## config.mk

```make
export PLATFORM = sky130hd
export DESIGN_NAME = pasq_top
export DESIGN_NICKNAME = d
export VERILOG_FILES = /design/src/design/pasq_pkg.sv /design/src/design/pasq_buf2.sv /design/src/design/pasq_top.sv
export SDC_FILE = /design/constraint.sdc
export NUM_CORES = 1
export LEC_CHECK = 0
export BUFFER_PORTS_ARGS = -buffer_cell sky130_fd_sc_hd__buf_2
export CORE_ASPECT_RATIO = 1.75
export CORE_MARGIN = 3
export CORE_UTILIZATION = 55
export DETAILED_ROUTE_END_ITERATION = 16
export GPL_TIMING_DRIVEN = 0
export HOLD_SLACK_MARGIN = 0.1
export PLACE_DENSITY = 0.75
export SETUP_SLACK_MARGIN = 0.05
export SKIP_CTS_REPAIR_TIMING = 1
export SLEW_MARGIN = 10
export SYNTH_ARGS = -nofsm -noshare
export SYNTH_HDL_FRONTEND = slang
export SYNTH_HIERARCHICAL = 1
export SYNTH_SLANG_ARGS = --single-unit
```

## constraint.sdc

```tcl
create_clock -name mclk -period 6.1 [get_ports mclk]
set_clock_uncertainty 0.2 [all_clocks]
set_input_delay 0.61 -clock mclk [delete_from_list [all_inputs] [get_ports mclk]]
set_output_delay 0.61 -clock mclk [all_outputs]
set_load 0.02 [all_outputs]
```

## src/design/pasq_pkg.sv

```systemverilog
// Purpose: shared constants and types of the converter SPI sequencer
// Assumes: mclk at 10 MHz, link clock sampled as a plain input
// Notes:   command bytes, register defaults and field positions below
`default_nettype none
package pasq_pkg;
    // Command bytes
    localparam logic [7:0] PASQ_CMD_RESET   = 8'h06;
    localparam logic [7:0] PASQ_CMD_START   = 8'h08;
    localparam logic [3:0] PASQ_CMD_WR_HI   = 4'h4;  // config_write_command upper nibble
    // Register defaults after reset
    localparam logic [7:0] PASQ_CFG0_RST    = 8'h00;
    localparam logic [7:0] PASQ_CFG1_RST    = 8'h04;
    localparam logic [7:0] PASQ_CFG2_RST    = 8'h00;
    localparam logic [7:0] PASQ_CFG3_RST    = 8'h00;
    // Register 1 field positions
    localparam int PASQ_RATE_MSB   = 7;
    localparam int PASQ_RATE_LSB   = 5;
    localparam int PASQ_MODE_MSB   = 4;
    localparam int PASQ_MODE_LSB   = 3;
    localparam int PASQ_ONE_BIT    = 2;
    localparam int PASQ_TSEL_BIT   = 1;  // temperature_select_bit
    localparam int PASQ_ZERO_BIT   = 0;
    // Result widths
    localparam int PASQ_TEMP_BITS  = 14;
    localparam int PASQ_RES_BITS   = 24;
    // Conversion time model in microseconds and cycles
    localparam int PASQ_CONV_US    = 20;
    localparam int PASQ_MCLK_MHZ   = 10;
    localparam int PASQ_CONV_CYC   = PASQ_CONV_US * PASQ_MCLK_MHZ;
    // Result word with its kind
    typedef struct packed {
        logic        temp;
        logic [23:0] code;
    } pasq_result_s;
    // Decoder states
    typedef enum logic [2:0] {
        PASQ_IDLE, PASQ_WR_DATA
    } pasq_dec_e;
endpackage : pasq_pkg
`default_nettype wire

```

## src/design/pasq_buf2.sv

```systemverilog
// Purpose: two-entry valid/ready buffer for result words
// Assumes: same clock on both sides
// Notes:   full and empty are exact
`default_nettype none
module pasq_buf2
    import pasq_pkg::*;
(
    // Clock and reset
    input  wire logic          mclk,
    input  wire logic          rst,
    // Fill side
    input  wire logic          in_valid,
    output logic               in_ready,
    input  wire pasq_result_s  in_data,
    // Drain side
    output logic               out_valid,
    input  wire logic          out_ready,
    output pasq_result_s       out_data
);
    pasq_result_s mem_q [2];        // Storage
    pasq_result_s mem_d [2];
    logic         wp_q, wp_d;       // Write index
    logic         rp_q, rp_d;       // Read index
    logic [1:0]   cnt_q, cnt_d;     // Occupancy
    logic         push, pop;

    // Next-state of pointers and storage
    always_comb begin
        push     = in_valid && (cnt_q != 2'h2);
        pop      = (cnt_q != 2'h0) && out_ready;
        mem_d    = mem_q;
        wp_d     = wp_q;
        rp_d     = rp_q;
        cnt_d    = cnt_q;
        if (push) begin
            mem_d[wp_q] = in_data;
            wp_d        = ~wp_q;
        end
        if (pop) begin
            rp_d = ~rp_q;
        end
        cnt_d = cnt_q + {1'b0, push} - {1'b0, pop};
    end

    // Registering only
    always_ff @(posedge mclk) begin
        if (rst) begin
            mem_q[0] <= '0;
            mem_q[1] <= '0;
            wp_q     <= 1'b0;
            rp_q     <= 1'b0;
            cnt_q    <= 2'h0;
        end else begin
            mem_q <= mem_d;
            wp_q  <= wp_d;
            rp_q  <= rp_d;
            cnt_q <= cnt_d;
        end
    end

    assign in_ready  = (cnt_q != 2'h2);
    assign out_valid = (cnt_q != 2'h0);
    assign out_data  = mem_q[rp_q];
endmodule // pasq_buf2
`default_nettype wire

```

## src/design/pasq_top.sv

```systemverilog
// Purpose: converter side of the SPI link: command decode, config, result shift
// Assumes: link clock slow against mclk; host keeps selects exclusive
// Notes:   conversion is modelled as a fixed delay on sample inputs
`default_nettype none
module pasq_top
    import pasq_pkg::*;
(
    // Clock and reset
    input  wire logic          mclk,
    input  wire logic          rst,
    // SPI pins from host
    input  wire logic          sclk,
    input  wire logic          adc_select_n,
    input  wire logic          mosi,
    output logic               miso,
    output logic               miso_oe,
    // Analog front end samples
    input  wire logic [13:0]   temp_sample,
    input  wire logic [23:0]   pres_sample,
    // Status and configuration view
    output logic [7:0]         cfg0,
    output logic [7:0]         cfg1,
    output logic [7:0]         cfg2,
    output logic [7:0]         cfg3,
    output logic               converting,
    output logic               result_ready
);
    // Input synchronisers, first stage read only by the second
    logic [2:0] s1_q, s2_q;
    logic       sclk_old_q;
    logic       sclk_s, sel_n_s, mosi_s, rise, fall;

    always_ff @(posedge mclk) begin
        if (rst) begin
            s1_q       <= 3'h2;                 // Idle levels: clock low, select high
            s2_q       <= 3'h2;                 // No false clock edge after reset
            sclk_old_q <= 1'b0;
        end else begin
            s1_q       <= {sclk, adc_select_n, mosi};
            s2_q       <= s1_q;
            sclk_old_q <= s2_q[2];
        end
    end

    // Edge detection on synchronised link clock
    always_comb begin
        sclk_s  = s2_q[2];
        sel_n_s = s2_q[1];
        mosi_s  = s2_q[0];
        rise    = sclk_s && !sclk_old_q && !sel_n_s;
        fall    = !sclk_s && sclk_old_q && !sel_n_s;
    end

    // Link state registers
    logic [7:0]   cfg_q [4];          // Configuration registers
    logic [7:0]   cfg_d [4];
    logic [7:0]   rx_q, rx_d;         // Incoming byte shifter
    logic [2:0]   bit_q, bit_d;       // Bit within byte
    pasq_dec_e    st_q, st_d;         // Decoder state
    logic [1:0]   reg_q, reg_d;       // Write pointer
    logic [1:0]   left_q, left_d;     // Bytes left minus one
    logic [15:0]  conv_q, conv_d;     // Conversion timer
    logic         conv_on_q, conv_on_d;
    logic [23:0]  tx_q, tx_d;         // Outgoing shifter
    logic         miso_q, miso_d;
    logic         oe_q, oe_d;
    logic         rdy_q, rdy_d;
    logic [7:0]   byte_in;
    logic         byte_done;
    // Buffer wiring
    pasq_result_s conv_res;
    logic         buf_in_ready, buf_out_valid, buf_pop;
    pasq_result_s buf_out;

    // Result word: temperature in top 14 bits, pressure full width
    always_comb begin
        conv_res.temp = cfg_q[1][PASQ_TSEL_BIT];
        if (cfg_q[1][PASQ_TSEL_BIT]) begin
            conv_res.code = {temp_sample, 10'h000};
        end else begin
            conv_res.code = pres_sample;
        end
    end

    // Results queue while the host is still shifting the previous one
    pasq_buf2 u_buf (
        .mclk      (mclk),
        .rst       (rst),
        .in_valid  (conv_on_q && conv_q == 16'h0000),
        .in_ready  (buf_in_ready),
        .in_data   (conv_res),
        .out_valid (buf_out_valid),
        .out_ready (buf_pop),
        .out_data  (buf_out)
    );

    // Load a fresh result at a word boundary while deselected
    assign buf_pop = buf_out_valid && sel_n_s;

    // Next-state of command decode, config and shifter
    always_comb begin
        cfg_d     = cfg_q;
        rx_d      = rx_q;
        bit_d     = bit_q;
        st_d      = st_q;
        reg_d     = reg_q;
        left_d    = left_q;
        conv_d    = conv_q;
        conv_on_d = conv_on_q;
        tx_d      = tx_q;
        miso_d    = miso_q;
        oe_d      = !sel_n_s;
        rdy_d     = rdy_q;
        byte_in   = {rx_q[6:0], mosi_s};
        byte_done = fall && (bit_q == 3'h7);
        // Conversion timer; hold at zero until the queue takes the result
        if (conv_on_q) begin
            if (conv_q != 16'h0000) begin
                conv_d = conv_q - 16'h0001;
            end else if (buf_in_ready) begin
                conv_on_d = 1'b0;
            end
        end
        if (buf_pop) begin
            tx_d  = buf_out.code;
            rdy_d = 1'b1;
        end
        if (sel_n_s) begin
            bit_d = 3'h0;                                               // Frame end resyncs
            st_d  = PASQ_IDLE;
        end
        // Drive next bit on rising edge, mode 1
        if (rise) begin
            miso_d = tx_q[23];
            tx_d   = {tx_q[22:0], 1'b0};
            rdy_d  = 1'b0;
        end
        // Capture on falling edge, mode 1
        if (fall) begin
            rx_d  = byte_in;
            bit_d = bit_q + 3'h1;
        end
        // Byte-boundary decode, also during result reads
        if (byte_done) begin
            case (st_q)
                PASQ_IDLE: begin
                    if (byte_in == PASQ_CMD_RESET) begin
                        cfg_d[0] = PASQ_CFG0_RST;
                        cfg_d[1] = PASQ_CFG1_RST;
                        cfg_d[2] = PASQ_CFG2_RST;
                        cfg_d[3] = PASQ_CFG3_RST;
                    end else if (byte_in == PASQ_CMD_START) begin
                        conv_d    = 16'(PASQ_CONV_CYC);
                        conv_on_d = 1'b1;
                    end else if (byte_in[7:4] == PASQ_CMD_WR_HI) begin
                        reg_d  = byte_in[3:2];
                        left_d = byte_in[1:0];
                        st_d   = PASQ_WR_DATA;
                    end
                end
                PASQ_WR_DATA: begin
                    cfg_d[reg_q] = byte_in;
                    if (reg_q == 2'h1) begin
                        cfg_d[1][PASQ_ONE_BIT]  = 1'b1;
                        cfg_d[1][PASQ_ZERO_BIT] = 1'b0;
                    end
                    reg_d = reg_q + 2'h1;
                    if (left_q == 2'h0) begin
                        st_d = PASQ_IDLE;
                        if (reg_q == 2'h1) begin
                            conv_d    = 16'(PASQ_CONV_CYC);
                            conv_on_d = 1'b1;
                        end
                    end else begin
                        left_d = left_q - 2'h1;
                    end
                end
                default: st_d = PASQ_IDLE;
            endcase
        end
    end

    // Registering only
    always_ff @(posedge mclk) begin
        if (rst) begin
            cfg_q[0]  <= PASQ_CFG0_RST;
            cfg_q[1]  <= PASQ_CFG1_RST;
            cfg_q[2]  <= PASQ_CFG2_RST;
            cfg_q[3]  <= PASQ_CFG3_RST;
            rx_q      <= 8'h00;
            bit_q     <= 3'h0;
            st_q      <= PASQ_IDLE;
            reg_q     <= 2'h0;
            left_q    <= 2'h0;
            conv_q    <= 16'h0000;
            conv_on_q <= 1'b0;
            tx_q      <= 24'h000000;
            miso_q    <= 1'b0;
            oe_q      <= 1'b0;
            rdy_q     <= 1'b0;
        end else begin
            cfg_q     <= cfg_d;
            rx_q      <= rx_d;
            bit_q     <= bit_d;
            st_q      <= st_d;
            reg_q     <= reg_d;
            left_q    <= left_d;
            conv_q    <= conv_d;
            conv_on_q <= conv_on_d;
            tx_q      <= tx_d;
            miso_q    <= miso_d;
            oe_q      <= oe_d;
            rdy_q     <= rdy_d;
        end
    end

    // Outputs straight from flip-flops
    assign miso         = miso_q;
    assign miso_oe      = oe_q;
    assign cfg0         = cfg_q[0];
    assign cfg1         = cfg_q[1];
    assign cfg2         = cfg_q[2];
    assign cfg3         = cfg_q[3];
    assign converting   = conv_on_q;
    assign result_ready = rdy_q;
endmodule // pasq_top
`default_nettype wire

```

==> results.md <==
- Core region area: 0.01207 mm^2
- Area growth, synth to finish: 17.25%
- Critical path's largest stage delay: 0.46 ns
- Worst R2R Start: conv_q[12]
- Detailed-route wire length per cell: 18.57 um
- Aggregate negative setup slack: 0 ns
- Total of buffers placed on input and output ports: 78
- Post-layout total power: 2.086 mW
- Detailed placement HPWL: 13,920 um
- Leak Pwr: 2.869 nW
- Power per standard cell area: 260.4 mW/mm^2
- Kind of end point of the critical path: register
- Peak fanout along the critical path: 10
- Netlist area before placement: 0.006832 mm^2
- Pin count of the biggest net entering global routing: 17
- Cell count along the critical path: 7
- Syn_nets: 781
- Total congestion overflow after global routing: 0
- Sink Count: 152
- Antenna-violating nets left: 0
- Syn_area_per_cell: 9.384 um^2
- Number of failing hold endpoints at the final stage: 0
- Critical setup path kind: register to register
- Data arrival, critical path: 2.86 ns
- DIE HEIGHT: 153.4 um
- Num rows: 53
- Most repeated library cell on the critical path: sky130_fd_sc_hd__nor3_1
- Clock tree root buffer cell: sky130_fd_sc_hd__clkbuf_16
- FF-to-FF path depth: 7
- Cell chain of the critical path: nor3_1 > nand4b_1 > nor3_1 > clkinv_1 > buf_2 > o31ai_1 > a21oi_1
- Number of global-route vias before repair: 6,279
- Worst vdd ir: 0.2351 mV
- Initial DRT Pass Iterations: 5
- Cell count after placement: 971
- Non-Filler Cell Area, Final: 0.008010 mm^2
- Layout Cells excl Fill: 1,003
- Number of top-level design ports: 79
- Endpoints failing setup: 0
- Setup slack, reg-to-reg: 3.32 ns
- Final worst-path cycle share: 0.4559
- Maximum clock frequency: 359.6 MHz
- Transition at the pin with the smallest max-transition slack: 1.129 ns
- Remaining DRCs: 0
- Syn Inst Count: 728
- Required time of the critical path: 6.18 ns
- Die footprint: 0.01385 mm^2
- Terminus of the critical flop-to-flop path: u_buf/mem_q[34]
- X dimension of the die: 90.25 um
- Vias/cell: 6.095
- Category of the worst setup path launch point: register
- First-pass GRT wire length: 29,750 um
- Cell area after placement: 0.007428 mm^2
- CTS tree: built
- Worst Path Buf+Inv: 2
- H-tree Lvls: 4
- Crit path max-delay family: simple AND/OR/NAND/NOR gates
- Gr usage total: 0.2660
- Clock Latency Late Sink: 0.42 ns
- Wire length after detailed routing: 18,620 um
- Effective utilization at floorplan: 0.5660
- Routed via count: 6,113
- Number of buffers created by CTS: 17
- Outcome: finished, final reports clean
- Max-cap violations: 0
- Period minus WS final: 2.781 ns
- Max transition margin: 0.2407
- Max Slew Vio Count: 0
- Warnings, synthesis: 6
- Slowest library cell on the worst path: sky130_fd_sc_hd__nor3_1
- Ratio of cells with drive above 1 in the final layout: 0.2315
- Maximum clock path buffer count: 2
- RSZ-0062 raised after global routing: no
- Inserted Diodes: 0
- Initial DRC Count: 364
- Class of the tightest hold or removal check: input port to register
- CP Capture Point: u_buf/mem_q[34]
- Worst setup path start: conv_q[12]
- Final GP Congestion: 0.8962
- Core occupancy in the finished layout: 0.6637
- Net total in the final layout: 878
- Clock-pin slew of the registers on the worst-case setup and hold paths: 0.06 ns
- Number of antenna violations at the first check in global routing: 0
==> routing by layer <==
| layer | global-route usage | wire length, um |
|---|---|---|
| met3 | 0.06105 | 821 |
| met5 | 0 | 0 |
| met2 | 0.5089 | 10170 |
| met4 | 0.1636 | 1055 |
| met1 | 0.2498 | 6575 |
==> cells in the final DEF, fill, tap and decap left out, drive strengths merged, types with 10 or more instances in the layout <==
cell	instances
nor3	11
a21oi	89
mux2	38
clkbuf	48
o2bb2ai	30
inv	20
a22oi	23
buf	110
ha	10
mux2i	11
nand2	41
nor2b	19
nor2	38
o31ai	49
nand4	52
dfxtp	152
==> worst min-delay path by stage <==
stage / from / endpoint / slack (ns) / cells after the start
finish: adc_select_n / s1_q[1] / 0.18 / 2
global route: adc_select_n / s1_q[1] / 0.17 / 2
CTS: adc_select_n / s1_q[1] / 0.17 / 2
detailed placement: s1_q[1] / s2_q[1] / 0.21 / 1
global placement: s1_q[1] / s2_q[1] / 0.21 / 1
floorplan: s1_q[1] / s2_q[1] / 0.19 / 1
==> registers in the layout, summed over array words and instances (netlist names), 2 cells and up <==
register     flops
conv_q          16
bit_q            3
tx_q            24
rx_q             7
cfg2             8
cfg3             8
st_q             3
cfg0             8
u_buf/cnt_q      2
s2_q             3
s1_q             3
reg_q            2
u_buf/mem_q     48
cfg1             8
left_q           2
==> through the flow <==
stage	setup WS, ns	hold slack, ns
after floorplan	3.794	0.1895
after global placement	3.497	0.2054
after detailed placement	3.422	0.2076
after CTS	3.381	0.1703
after global routing	3.088	0.1676
final	3.319	0.1781
==> cell type report <==
class,instances,area (um^2)
repair buffers,78,390.4
fillers,1020,4059
well taps,165,206.4
inverters,12,52.55
flip-flops and latches,152,3043
multi-input cells,501,3371
clock buffers,17,425.4
plain buffers,63,365.4
clock inverters,15,156.4
==> report_power, final <==
part | total, mW | internal, mW | leakage [nW] | switching, mW
clock | 1.04 | 0.579 | 0.283 | 0.458
sequential | 0.996 | 0.994 | 1.23 | 0.00126
combinational | 0.0532 | 0.0212 | 1.36 | 0.0320
total | 2.09 | 1.59 | 2.87 | 0.491
Power figures use the tool's default switching activity.
